==> config.mk <==
export PLATFORM = sky130hd
export DESIGN_NAME = fast_pulse_counter
export DESIGN_NICKNAME = d
export VERILOG_FILES = /design/src/verilog/fast_pulse_counter_pkg.sv /design/src/verilog/fast_pulse_counter.sv
export SDC_FILE = /design/constraint.sdc
export NUM_CORES = 1
export LEC_CHECK = 0
export BUFFER_PORTS_ARGS = -buffer_cell sky130_fd_sc_hd__buf_2
export CAP_MARGIN = 0
export CORE_UTILIZATION = 47
export DETAILED_ROUTE_END_ITERATION = 16
export HOLD_SLACK_MARGIN = 0.02
export PLACE_DENSITY = 0.66
export REMOVE_ABC_BUFFERS = 1
export SYNTH_ARGS = -nofsm -noshare
export SYNTH_HDL_FRONTEND = slang
export SYNTH_SLANG_ARGS = --single-unit
==> constraint.sdc <==
create_clock -name CLOCK -period 13 [get_ports CLOCK]
set_input_delay 1.3 -clock CLOCK [delete_from_list [all_inputs] [get_ports CLOCK]]
set_output_delay 1.3 -clock CLOCK [all_outputs]
set_load 0.05 [all_outputs]
==> src/verilog/fast_pulse_counter_pkg.sv <==
// Purpose: shared constants and types of the fast pulse counter
// Assumes: 25 MHz system clock, 32-bit Avalon-MM register slave
// Notes:   register offsets are byte addresses, one aligned word each
package fast_pulse_counter_pkg;
	// ************************************************************
	// timing
	// ************************************************************
	localparam int CLOCK_HZ = 25000000;
	localparam int PERIOD_10MS_US = 10000;
	localparam int PERIOD_100MS_US = 100000;
	localparam int PERIOD_1S_US = 1000000;
	localparam int TICKS_10MS = PERIOD_10MS_US * (CLOCK_HZ / 1000000);
	localparam int TICKS_100MS = PERIOD_100MS_US * (CLOCK_HZ / 1000000);
	localparam int TICKS_1S = PERIOD_1S_US * (CLOCK_HZ / 1000000);
	// ************************************************************
	// register map
	// ************************************************************
	localparam logic [5:0] OFS_CTRL = 6'h00;
	localparam logic [5:0] OFS_UPDATE = 6'h04;
	localparam logic [5:0] OFS_NEW_DIR = 6'h08;
	localparam logic [5:0] OFS_REQUESTED_COUNT = 6'h0C;
	localparam logic [5:0] OFS_REQUESTED_REFERENCE = 6'h10;
	localparam logic [5:0] OFS_NEW_PERIOD = 6'h14;
	localparam logic [5:0] OFS_STATUS = 6'h18;
	localparam logic [5:0] OFS_EVENTS = 6'h1C;
	localparam logic [5:0] OFS_COUNT = 6'h20;
	localparam logic [5:0] OFS_REF = 6'h24;
	localparam logic [5:0] OFS_FREQ = 6'h28;
	localparam logic [5:0] OFS_STATE = 6'h2C;
	localparam int CTRL_RST_EN_BIT = 4;
	localparam int CTRL_RST_HIGH_BIT = 5;
	localparam int CTRL_FREQ_BIT = 6;
	localparam int UPD_DIR_BIT = 0;
	localparam int UPD_CV_BIT = 1;
	localparam int UPD_RV_BIT = 2;
	localparam int UPD_PER_BIT = 3;
	localparam logic [7:0] CTRL_RESET = 8'h00;
	localparam logic [31:0] COUNT_RESET = 32'h00000000;
	localparam logic [31:0] REF_RESET = 32'h00000000;
	localparam logic [15:0] DIR_FWD = 16'h0001;
	localparam logic [15:0] DIR_BWD = 16'hFFFF;
	localparam logic [15:0] NEW_PERIOD_10MS = 16'h000A;
	localparam logic [15:0] NEW_PERIOD_100MS = 16'h0064;
	localparam logic [15:0] NEW_PERIOD_1S = 16'h03E8;
	localparam logic [15:0] STAT_OK = 16'h0000;
	localparam logic [15:0] STAT_BAD_DIR = 16'h80B1;
	localparam logic [15:0] STAT_BAD_PERIOD = 16'h80B4;
	// ************************************************************
	// types
	// ************************************************************
	typedef enum logic [2:0] {
		MODE_INT_DIR = 3'h0,
		MODE_EXT_DIR = 3'h1,
		MODE_TWO_CLK = 3'h2,
		MODE_QUAD = 3'h3,
		MODE_PTO_MON = 3'h4
	} mode_t;
	typedef enum logic [1:0] {BUS_IDLE = 2'b01, BUS_ACK = 2'b10} bus_t;
	typedef struct packed {
		logic dir;
		logic rst;
		logic eq;
	} events_t;
	typedef struct packed {
		bus_t bus;
		logic [31:0] rdata;
		logic [2:0] sync1;
		logic [2:0] sync2;
		logic [2:0] prev;
		logic [7:0] ctrl;
		logic [15:0] new_dir;
		logic [31:0] requested_count;
		logic [31:0] requested_reference;
		logic [15:0] new_period;
		logic [1:0] per_sel;
		logic signed [31:0] count;
		logic signed [31:0] refv;
		logic dir_down;
		logic last_down;
		logic eq;
		logic rst_prev;
		logic [31:0] freq;
		logic [31:0] acc;
		logic [24:0] timer;
		logic [15:0] status;
		events_t sticky;
		events_t pulse;
		logic out_active;
	} state_t;
endpackage
==> src/verilog/fast_pulse_counter.sv <==
// Purpose: fast pulse counter with frequency report and Avalon-MM registers
// Assumes: pins IN_PINS are asynchronous and pass two flip-flops first
// Notes:   IN_PINS[0] clock/A/up, [1] direction/B/down, [2] reset/Z
`timescale 1ns/100ps
module fast_pulse_counter #(
	parameter int TICKS_10MS = fast_pulse_counter_pkg::TICKS_10MS,
	parameter int TICKS_100MS = fast_pulse_counter_pkg::TICKS_100MS,
	parameter int TICKS_1S = fast_pulse_counter_pkg::TICKS_1S
) (
	input wire logic CLOCK,
	input wire logic RESET,
	input wire logic [5:0] AVS_ADDRESS,
	input wire logic AVS_READ,
	input wire logic AVS_WRITE,
	input wire logic [31:0] AVS_WRITEDATA,
	input wire logic [3:0] AVS_BYTEENABLE,
	output logic [31:0] AVS_READDATA,
	output logic AVS_WAITREQUEST,
	input wire logic [2:0] IN_PINS,
	output logic OUT_ACTIVE,
	output logic [31:0] COUNT_VALUE,
	output logic [31:0] FREQ_VALUE,
	output fast_pulse_counter_pkg::events_t EVENT_PULSE,
	output logic [2:0] PINS_FREE
);
	// ************************************************************
	// helpers
	// ************************************************************
	function automatic logic [31:0] merge(input logic [31:0] old, input logic [31:0] wd, input logic [3:0] be);
		logic [31:0] r;
		r = old;
		for (int i = 0; i < 4; i++) begin
			if (be[i]) begin
				r[i*8 +: 8] = wd[i*8 +: 8];
			end
		end
		return r;
	endfunction

	function automatic logic [31:0] scale(input logic [31:0] x, input logic [1:0] sel);
		case (sel)
			2'h0: scale = 32'(x * 32'h00000064);
			2'h1: scale = 32'(x * 32'h0000000A);
			default: scale = x;
		endcase
	endfunction

	// three window lengths
	// lengths are clock counts, so the defaults follow the system clock
	function automatic logic [24:0] period_ticks(input logic [1:0] sel);
		case (sel)
			2'h0: period_ticks = 25'(TICKS_10MS);
			2'h1: period_ticks = 25'(TICKS_100MS);
			default: period_ticks = 25'(TICKS_1S);
		endcase
	endfunction

	fast_pulse_counter_pkg::state_t q, s;
	fast_pulse_counter_pkg::mode_t mode;
	logic [2:0] rise;
	logic [2:0] chg;
	logic req;
	logic rst_en;
	logic rst_act;
	logic freq_mode;
	logic step;
	logic up;
	logic wr_fire;
	logic upd_fire;
	logic [3:0] flags;
	logic bad_dir;
	logic bad_per;
	logic [31:0] wmerged;

	assign mode = fast_pulse_counter_pkg::mode_t'(q.ctrl[2:0]);
	// edges seen only past the second flip-flop
	assign rise = q.sync2 & ~q.prev;
	assign chg = q.sync2 ^ q.prev;
	assign req = AVS_READ | AVS_WRITE;
	assign rst_en = q.ctrl[fast_pulse_counter_pkg::CTRL_RST_EN_BIT] && mode != fast_pulse_counter_pkg::MODE_PTO_MON;
	// level-sensitive hold; pin 2 is the index in quadrature
	assign rst_act = rst_en && (q.sync2[2] == q.ctrl[fast_pulse_counter_pkg::CTRL_RST_HIGH_BIT]);
	// frequency excluded with reset input or in monitor mode
	assign freq_mode = q.ctrl[fast_pulse_counter_pkg::CTRL_FREQ_BIT] && !rst_en
		&& mode != fast_pulse_counter_pkg::MODE_PTO_MON;
	assign wr_fire = q.bus == fast_pulse_counter_pkg::BUS_ACK && AVS_WRITE;
	assign upd_fire = wr_fire && AVS_ADDRESS == fast_pulse_counter_pkg::OFS_UPDATE;
	assign wmerged = merge(32'h00000000, AVS_WRITEDATA, AVS_BYTEENABLE);
	assign flags = wmerged[3:0];
	assign bad_dir = flags[fast_pulse_counter_pkg::UPD_DIR_BIT] && q.new_dir != fast_pulse_counter_pkg::DIR_FWD
		&& q.new_dir != fast_pulse_counter_pkg::DIR_BWD;
	// three values and frequency mode only
	assign bad_per = flags[fast_pulse_counter_pkg::UPD_PER_BIT] && (!freq_mode
		|| (q.new_period != fast_pulse_counter_pkg::NEW_PERIOD_10MS
		&& q.new_period != fast_pulse_counter_pkg::NEW_PERIOD_100MS
		&& q.new_period != fast_pulse_counter_pkg::NEW_PERIOD_1S));

	// ************************************************************
	// counting mode decode
	// ************************************************************
	always_comb begin
		step = 1'b0;
		up = 1'b1;
		// mode select, identical in every instance
		case (mode)
			fast_pulse_counter_pkg::MODE_INT_DIR: begin
				step = rise[0];
				up = !q.dir_down;
			end
			fast_pulse_counter_pkg::MODE_EXT_DIR, fast_pulse_counter_pkg::MODE_PTO_MON: begin
				// direction pin high counts up; monitor uses the same pair
				step = rise[0];
				up = q.sync2[1];
			end
			fast_pulse_counter_pkg::MODE_TWO_CLK: begin
				// simultaneous up and down edges cancel
				step = rise[0] ^ rise[1];
				up = rise[0];
			end
			fast_pulse_counter_pkg::MODE_QUAD: begin
				// one phase changes per valid step
				step = chg[0] ^ chg[1];
				up = q.sync2[0] ^ q.prev[1];
			end
			default: begin
				step = 1'b0;
				up = 1'b1;
			end
		endcase
	end

	// pins the current mode leaves unused
	always_comb begin
		case (mode)
			fast_pulse_counter_pkg::MODE_INT_DIR: PINS_FREE = {!rst_en, 1'b1, 1'b0};
			fast_pulse_counter_pkg::MODE_PTO_MON: PINS_FREE = 3'h4;
			fast_pulse_counter_pkg::MODE_EXT_DIR, fast_pulse_counter_pkg::MODE_TWO_CLK,
			fast_pulse_counter_pkg::MODE_QUAD: PINS_FREE = {!rst_en, 2'b00};
			default: PINS_FREE = 3'h7;
		endcase
	end

	// ************************************************************
	// next state
	// ************************************************************
	always_comb begin
		s = q;
		s.pulse = '0;
		// pins reach the count only through these flops, no override path
		s.sync1 = IN_PINS;
		s.sync2 = q.sync1;
		s.prev = q.sync2;

		if (rst_act) begin
			s.count = '0;
		end else if (step) begin
			s.count = up ? q.count + 32'sh00000001 : q.count - 32'sh00000001;
		end
		s.rst_prev = rst_act;
		s.pulse.rst = rst_act && !q.rst_prev;
		if (step && !rst_act) begin
			s.last_down = !up;
			s.pulse.dir = (up == q.last_down);
		end

		// window total, published at window end
		if (freq_mode) begin
			if (q.timer >= period_ticks(q.per_sel) - 25'h0000001) begin
				s.freq = scale(q.acc + {31'h00000000, step}, q.per_sel);
				s.acc = '0;
				s.timer = '0;
			end else begin
				s.acc = q.acc + {31'h00000000, step};
				s.timer = q.timer + 25'h0000001;
			end
		end else begin
			s.acc = '0;
			s.timer = '0;
		end

		// bus: answer one cycle after the request is seen
		// read data is captured while idle so it stands from the answering edge
		case (q.bus)
			fast_pulse_counter_pkg::BUS_IDLE: begin
				if (req) begin
					s.bus = fast_pulse_counter_pkg::BUS_ACK;
				end
				case (AVS_ADDRESS)
					fast_pulse_counter_pkg::OFS_CTRL: s.rdata = {24'h000000, q.ctrl};
					fast_pulse_counter_pkg::OFS_NEW_DIR: s.rdata = {16'h0000, q.new_dir};
					fast_pulse_counter_pkg::OFS_REQUESTED_COUNT: s.rdata = q.requested_count;
					fast_pulse_counter_pkg::OFS_REQUESTED_REFERENCE: s.rdata = q.requested_reference;
					fast_pulse_counter_pkg::OFS_NEW_PERIOD: s.rdata = {16'h0000, q.new_period};
					fast_pulse_counter_pkg::OFS_STATUS: s.rdata = {16'h0000, q.status};
					fast_pulse_counter_pkg::OFS_EVENTS: s.rdata = {29'h00000000, q.sticky};
					fast_pulse_counter_pkg::OFS_COUNT: s.rdata = q.count;
					fast_pulse_counter_pkg::OFS_REF: s.rdata = q.refv;
					fast_pulse_counter_pkg::OFS_FREQ: s.rdata = q.freq;
					fast_pulse_counter_pkg::OFS_STATE: s.rdata = {27'h0000000, q.per_sel, q.out_active, q.last_down, q.dir_down};
					default: s.rdata = '0;
				endcase
			end
			fast_pulse_counter_pkg::BUS_ACK: s.bus = fast_pulse_counter_pkg::BUS_IDLE;
			default: s.bus = fast_pulse_counter_pkg::BUS_IDLE;
		endcase

		if (wr_fire) begin
			case (AVS_ADDRESS)
				fast_pulse_counter_pkg::OFS_CTRL: s.ctrl = merge({24'h000000, q.ctrl}, AVS_WRITEDATA, AVS_BYTEENABLE)
					[7:0];
				fast_pulse_counter_pkg::OFS_NEW_DIR: s.new_dir = merge({16'h0000, q.new_dir}, AVS_WRITEDATA,
					AVS_BYTEENABLE)[15:0];
				fast_pulse_counter_pkg::OFS_REQUESTED_COUNT: s.requested_count = merge(q.requested_count, AVS_WRITEDATA, AVS_BYTEENABLE);
				fast_pulse_counter_pkg::OFS_REQUESTED_REFERENCE: s.requested_reference = merge(q.requested_reference, AVS_WRITEDATA, AVS_BYTEENABLE);
				fast_pulse_counter_pkg::OFS_NEW_PERIOD: s.new_period = merge({16'h0000, q.new_period},
					AVS_WRITEDATA, AVS_BYTEENABLE)[15:0];
				default: s.status = q.status;
			endcase
		end

		// all flagged values in one step, none if any is illegal
		if (upd_fire) begin
			if (bad_dir) begin
				s.status = fast_pulse_counter_pkg::STAT_BAD_DIR;
			end else if (bad_per) begin
				s.status = fast_pulse_counter_pkg::STAT_BAD_PERIOD;
			end else begin
				s.status = fast_pulse_counter_pkg::STAT_OK;
				if (flags[fast_pulse_counter_pkg::UPD_DIR_BIT]) begin
					s.dir_down = q.new_dir == fast_pulse_counter_pkg::DIR_BWD;
				end
				// a software load wins over a same-cycle step, but not over a held reset
				if (flags[fast_pulse_counter_pkg::UPD_CV_BIT] && !rst_act) begin
					s.count = q.requested_count;
				end
				if (flags[fast_pulse_counter_pkg::UPD_RV_BIT]) begin
					s.refv = q.requested_reference;
				end
				if (flags[fast_pulse_counter_pkg::UPD_PER_BIT]) begin
					s.per_sel = q.new_period == fast_pulse_counter_pkg::NEW_PERIOD_10MS ? 2'h0 :
						q.new_period == fast_pulse_counter_pkg::NEW_PERIOD_100MS ? 2'h1 : 2'h2;
					s.acc = '0;
					s.timer = '0;
				end
			end
		end

		s.eq = s.count == s.refv;
		s.pulse.eq = s.eq && !q.eq;
		s.out_active = s.count < s.refv;
		// sticky events for software; set wins over clear
		s.sticky = q.sticky;
		if (wr_fire && AVS_ADDRESS == fast_pulse_counter_pkg::OFS_EVENTS) begin
			s.sticky = q.sticky & ~wmerged[2:0];
		end
		s.sticky = s.sticky | s.pulse;
	end

	always_ff @(posedge CLOCK) begin
		if (RESET) begin
			q <= '0;
			q.bus <= fast_pulse_counter_pkg::BUS_IDLE;
			q.ctrl <= fast_pulse_counter_pkg::CTRL_RESET;
			q.count <= fast_pulse_counter_pkg::COUNT_RESET;
			q.refv <= fast_pulse_counter_pkg::REF_RESET;
			// zero count against zero reference must not fire an event at release
			q.eq <= 1'b1;
			q.status <= fast_pulse_counter_pkg::STAT_OK;
		end else begin
			q <= s;
		end
	end

	assign AVS_WAITREQUEST = req && q.bus != fast_pulse_counter_pkg::BUS_ACK;
	assign AVS_READDATA = q.rdata;
	assign OUT_ACTIVE = q.out_active;
	assign COUNT_VALUE = q.count;
	assign FREQ_VALUE = q.freq;
	assign EVENT_PULSE = q.pulse;
endmodule

==> impl_metrics.csv, run 1 <==
group,metric,value,unit
critical_path,cp-startpoint,"q[287]$_SDFF_PP0_",
clocking,cts_tree,"yes",
critical_path,critPathKind,"reg -> reg",
floorplanning,die_y,218,um
sta,slew_violations,0,
yosys,netlist_area,21900,sq um
floorplanning,die_x,218,um
layout,drive_gt1_frac,0.102,
floorplanning,row_count,78,
power,p_int,1.62,mW
routing,drc_errors,0,
floorplanning,initial_utilization,0.480,
grt,grt_usage,0.280,
sta,worst_pin_slew,1.21,ns
power,vdd_drop_max,93.3,uV
yosys,synth_cells,2672,
power,p_leak,10.8,nW
clocking,cts_max_path_buffers,3,
layout,syn_to_final_growth,8.31,%
grt,grt_max_degree,86,
sta,skew,0.0209,ns
layout,nFillCells,4328,
yosys,async_flop_share,0,
critical_path,critPathMaxStageDelay,0.90,ns
floorplanning,io_pins,153,
yosys,syn_area_per_cell,8.21,sq um
sta,fmax,0.125,GHz
yosys,ys_warn_count,0,
sta,slew_headroom,0.192,
clocking,cts_buffers,38,
critical_path,critPathRequiredTime,13.40,ns
grt,grt_pass1_vias,18900,
grt,grt_pass1_wl,105,mm
routing,wl_per_cell,20.4,um
placed_design,pre_cts_slack,5.13,ns
routing,via_per_inst,5.93,
sta,fin_crit_sh,0.616,
clocking,cts-resized-gates,0,
placed_design,place_congestion,0.954,
clocking,post_cts.repair.setup_buffers,0,
critical_path,startpoint_type,"flip-flop",
layout,mostFrequentLayoutCell,"nor2_1",
critical_path,crit_arrival,8.41,ns
layout,final-seq-area,6310,sq um
critical_path,crit_path_max_fanout,60,
routing,firstDrtPassIters,9,
yosys,synthFlopType,"dfxtp_1",
critical_path,cp_top_family,"adder cells",
routing,detail-route-antenna-nets,0,
placed_design,port_buffers,152,
critical_path,slowest_stage,"a2111oi_0",
power,p_sw_frac,0.243,
yosys,ys_ff_latch,315,
run_status,status,"complete, no violations",
clocking,clock-root-buffer,"clkbuf_16",
sta,rsz0062_at_grt,"no",
placed_design,dpl.hpwl,50.1,mm
grt,antenna_found_initial,0,
critical_path,crit_path_end_kind,"flip-flop",
power,p_comb_frac,0.047,
critical_path,crit_buf_inv,5,
sta,setup_ws,5.00,ns
clocking,clk_pin_slew,0.06,ns
sta,fin_crit,8.00,ns
floorplanning,core_region_area,45700,sq um
layout,diodes,0,
layout,multiInputGateArea,13900,sq um
yosys,yosysSeqAreaShare,0.288,
clocking,numClockSinks,315,
power,seqPwrFrac,0.455,
placed_design,place_area,22500,sq um
layout,final_cell_mix,"nor2_1, dfxtp_1, ha_1",
layout,nets,2976,
routing,drtIter0Drc,1855,
floorplanning,fp.dieArea,47500,sq um
power,power.density,90.1,nW/um^2
yosys,synth_edf_count,0,
power,net-switching-power,0.519,mW
power,clkPwrFrac,0.497,
routing,wl,67.4,mm
yosys,ys_types,78,
critical_path,crit_top_cell,"ha_1",
critical_path,r2r-start,"q[287]$_SDFF_PP0_",
sta,finalSetupViolations,0,
worst_hold_path,hold_path.class,"reg -> reg",
flow_run,maxCapViolCount,0,
worst_hold_path,worstHoldStart,"q[112]$_SDFF_PP0_",
layout,final_area,23700,sq um
grt,gr-total-overflow,0,
clocking,holdBufCountCts,0,
clocking,insertion_delay,0.56,ns
routing,route.vias.total,19600,
sta,fin_setup_tns,0,ns
clocking,htreeDepth,2,
sta,hold_viol_final,0,
==> cells in the mapped netlist, drive strengths merged, types with 9 or more instances <==
cell / instances / area [sq um]
and2: 18 / 113
xnor2: 70 / 621
nor4: 18 / 134
mux2i: 163 / 1630
o21ai: 115 / 576
buf: 122 / 836
nor2b: 29 / 181
o21a: 9 / 67.6
o211ai: 19 / 143
a31oi: 19 / 119
nor2: 356 / 1340
ha: 220 / 2750
a22oi: 41 / 308
a221oi: 18 / 158
a21o: 42 / 315
clkbuf: 92 / 347
and3: 37 / 231
nor3: 64 / 320
a21oi: 186 / 931
a311oi: 9 / 78.8
nand4: 33 / 213
fa: 26 / 521
nand3: 45 / 225
a222oi: 12 / 120
inv: 156 / 586
o21bai: 11 / 82.6
dfxtp: 315 / 6310
xor2: 53 / 472
and4: 13 / 114
a211oi: 23 / 173
nand2b: 28 / 175
nand2: 199 / 747
==> power by group through the flow <==
stage          Sequential [mW]  Clock, mW  Combinational, mW
2_1_floorplan            0.999          0             0.0382
4_1_cts                  0.974       1.08              0.101
5_1_grt                  0.974       1.12              0.109
3_5_place_dp             0.995          0              0.101
3_3_place_gp             0.995          0             0.0998
6_report                 0.974       1.06              0.101
==> registers in the layout (all words and copies together) (netlist names) <==
signal,count
AVS_READDATA,32
COUNT_VALUE,32
EVENT_PULSE,3
FREQ_VALUE,32
OUT_ACTIVE,1
mode,3
q,212
==> cells by family after synthesis <==
group / synth area share
XOR/XNOR: 0.0498
AO/OA/AOI/OAI: 0.169
other: 0.000171
multiplexers: 0.0806
adder cells (fa/ha/maj): 0.149
flip-flops: 0.288
AND/OR/NAND/NOR: 0.182
buffers and inverters: 0.0810
==> worst reg2reg max path, delay by kind of cell, from the launching register on <==
family                     cells  cell delay [ns]
and+or+nand+nor                6             0.83
adders and majority gates      7             2.38
DFF                            1             0.35
AOI/OAI and AO/OA             10             2.30
buffers and inverters          5             1.20
xor gates and xnor gates       3             0.83
==> through the flow <==
stage	hold WS, ns	utilization	power [mW]	instances
after floorplan	0.382	-	1.04	2459
after global placement	0.435	0.493	1.09	3241
after detailed placement	0.427	0.493	1.10	3241
after CTS	0.432	0.520	2.16	3305
after global routing	0.447	0.520	2.20	3305
final	0.426	0.520	2.14	3305
==> path summary, 6_finish.rpt <==
path | endpoint | slack [ns] | depth (start not counted)
hold reg to reg | EVENT_PULSE[1]$_SDFF_PP0_ | 0.43 | 1
hold / removal | EVENT_PULSE[1]$_SDFF_PP0_ | 0.43 | 1
setup / recovery | FREQ_VALUE[31]$_SDFFE_PP0P_ | 5.00 | 31
setup reg to reg | FREQ_VALUE[31]$_SDFFE_PP0P_ | 5.00 | 31
==> layout make-up <==
class,count,area share
multi-input combinational,1986,0.584
timing repair buffer,182,0.0419
clock inverter,13,0.00611
sequential,315,0.266
clock buffer,51,0.0455
inverter,158,0.0250
tap,600,0.0316
==> routing by layer <==
metal | part of all wire | up-vias | GRT usage
met5 | 0 | - | 0
met4 | 0.039 | 0 | 0.119
met3 | 0.062 | 154 | 0.0416
met2 | 0.47 | 730 | 0.463
met1 | 0.43 | 9358 | 0.361
li1 | - | 9356 | -
Power figures use the tool's default switching activity.
==> run 2: changes to the inputs <==
ABC_AREA = 1   (was unset)
PLACE_DENSITY = 0.68   (was 0.66)
clock period = 6.9 ns   (was 13 ns; I/O delays follow)
==> run 2 against run 1 <==
Effect of this change:
- non-clock buffer count decreased by 8
- register-to-register slack worse by 4.0 ns
- combinational power grew to 3.0 times the previous value
- fmax is 34% higher
- first-iteration DRC count rose by 16%
- highest routed layer unchanged
- critical path type unchanged
- cell count rose by 24%
==> impl_metrics.csv, run 2 <==
group,metric,value,unit
power,vdd_drop_max,167,uV
floorplanning,die_x,224,um
yosys,synth.most_common_cell,"nand2_1",
yosys,synth.area.top_cells,"dfxtp_1, ha_1, nand2_1",
layout,drive_gt1_frac,0.0953,
yosys,ys_ff_latch,315,
sta,fin_crit,5.95,ns
critical_path,critPathMaxStageDelay,0.53,ns
yosys,synth_edf_count,0,
placed_design,place_congestion,0.956,
routing,drtIter0Drc,2158,
critical_path,crit_top_cell,"ha_1",
layout,nets,3699,
clocking,clk_pin_slew,0.06,ns
layout,largest-register,"q",
routing,via_per_inst,5.54,
sta,skew,0.0304,ns
placed_design,dpl.hpwl,57.9,mm
grt,grt_pass1_wl,117,mm
grt,grt_max_degree,88,
grt,grt_usage,0.298,
sta,rsz0062_at_grt,"no",
floorplanning,row_count,80,
routing,wl,75.3,mm
routing,wl_per_cell,18.4,um
placed_design,port_buffers,152,
clocking,clock-root-buffer,"clkbuf_16",
grt,top_usage_layer,"met2",
yosys,synth_top_area_frac,0.273,
critical_path,crit_path_end_kind,"flip-flop",
layout,final_cell_mix,"nand2_1, nor2_1, inv_1",
layout,multiInputGateArea,14200,sq um
sta,hold_viol_final,0,
clocking,post_cts.repair.setup_buffers,0,
critical_path,crit_path_max_fanout,5,
power,net-switching-power,1.10,mW
clocking,cts_buffers,37,
power,clkPwrFrac,0.481,
layout,diodes,0,
grt,grt_pass1_vias,21400,
grt,antenna_found_initial,2,
worst_hold_path,hold_path.class,"in -> reg",
yosys,syn_area_per_cell,6.84,sq um
layout,final_cells,4086,
floorplanning,io_pins,153,
run_status,status,"complete, no violations",
yosys,synthFlopType,"dfxtp_1",
flow_run,maxCapViolCount,0,
critical_path,crit_buf_inv,6,
clocking,htreeDepth,2,
power,seqPwrFrac,0.446,
routing,detail-route-antenna-nets,0,
sta,slew_headroom,0.272,
critical_path,slowest_stage,"fa_1",
grt,use_met3,0.0464,
floorplanning,initial_utilization,0.481,
grt,globalRouteMet1Util,0.389,
clocking,holdBufCountCts,0,
clocking,cts_max_path_buffers,3,
clocking,cts-resized-gates,0,
grt,gr-total-overflow,0,
yosys,yosys.area.top_type,"dfxtp_1",
sta,worst_pin_slew,1.09,ns
power,power.density,166,nW/um^2
power,p_leak,11.6,nW
yosys,synthTopCellsByCount,"nand2_1, nor2_1, inv_1, dfxtp_1, a21oi_1",
sta,finalSetupViolations,0,
critical_path,crit_arrival,6.39,ns
sta,fin_setup_tns,0,ns
routing,drc_errors,0,
placed_design,dp.cells,4021,
yosys,yosysSeqAreaShare,0.273,
critical_path,critPathRequiredTime,7.33,ns
critical_path,critPathKind,"reg -> reg",
yosys,async_flop_share,0,
power,p_sw_frac,0.264,
floorplanning,die_y,224,um
power,p_int,3.06,mW
critical_path,startpoint_type,"flip-flop",
critical_path,cp_top_family,"simple AND/OR/NAND/NOR gates",
yosys,synth_cells,3385,
grt,grt_util_met2,0.493,
clocking,cts_tree,"yes",
sta,fmax,0.168,GHz
layout,mostFrequentLayoutCell,"nand2_1",
floorplanning,core_region_area,48100,sq um
layout,largest_reg_flops,212,
layout,syn_to_final_growth,7.99,%
routing,route.vias.total,22600,
clocking,numClockSinks,315,
yosys,netlist_area,23100,sq um
power,p_comb_frac,0.072,
sta,slew_violations,0,
clocking,insertion_delay,0.59,ns
layout,nFillCells,4937,
yosys,ys_warn_count,0,
yosys,ys_types,59,
floorplanning,fp.dieArea,50100,sq um
sta,fin_crit_sh,0.863,
power,p_total,4.15,mW
layout,final-seq-area,6310,sq um
routing,firstDrtPassIters,6,
run 2: layer usage:
metal | vias to the layer above | share of wire
met3 | 131 | 0.066
met4 | 0 | 0.037
li1 | 11300 | -
met5 | - | 0
met1 | 10500 | 0.44
met2 | 771 | 0.45
run 2: final timing paths:
path                           from                     endpoint  slack, ns  cells past startpoint
setup / recovery  q[287]$_SDFF_PP0_  FREQ_VALUE[30]$_SDFFE_PP0P_       0.95                     33
hold / removal           IN_PINS[2]            q[294]$_SDFF_PP0_       0.31                      3
setup reg to reg  q[287]$_SDFF_PP0_  FREQ_VALUE[30]$_SDFFE_PP0P_       0.95                     33
hold reg to reg   q[294]$_SDFF_PP0_            q[291]$_SDFF_PP0_       0.40                      2
run 2: cell families (layout without fill, tap and decap cells):
group	Yosys count	count (layout)	share of synthesized area
other	1	2	0.000162
AND/OR/NAND/NOR	1403	1403	0.261
XOR/XNOR	49	49	0.0192
AO/OA/AOI/OAI	764	764	0.189
adder cells (fa/ha/maj)	246	246	0.141
buffers and inverters	607	651	0.117
flip-flops	315	315	0.273
run 2: final cells by class:
class | instances | area share
multi-input cells | 2464 | 0.567
clock buffers | 53 | 0.0431
repair buffers | 174 | 0.0372
flip-flops and latches | 315 | 0.252
inverters | 412 | 0.0619
well taps | 656 | 0.0328
clock inverters | 12 | 0.00596
run 2: power by group through the flow:
stage | registers (mW) | logic [mW] | clock network, mW
2_1_floorplan | 1.92 | 0.147 | 0
3_3_place_gp | 1.89 | 0.294 | 0
3_5_place_dp | 1.89 | 0.296 | 0
4_1_cts | 1.85 | 0.298 | 2.03
5_1_grt | 1.85 | 0.330 | 2.10
6_report | 1.85 | 0.300 | 2.00
run 2: through the flow:
stage | setup slack, ns | util | area [sq um] | hold slack [ns]
finish | 0.948 | 0.519 | 25000 | 0.307
global route | 0.313 | 0.519 | 25000 | 0.318
CTS | 0.982 | 0.519 | 25000 | 0.290
detailed placement | 1.00 | 0.494 | 23800 | 0.395
global placement | 1.08 | 0.494 | 23800 | 0.389
floorplan | 0.901 | - | 22000 | 0.388
run 2: worst reg2reg max path, delay by kind of cell, from the launching register on:
family	cells	cell delay, ns
buffers and inverters	6	0.50
and+or+nand+nor	18	2.47
adders and majority gates	7	2.33
DFF	1	0.33
AOI/OAI and AO/OA	1	0.06
xor gates and xnor gates	1	0.15
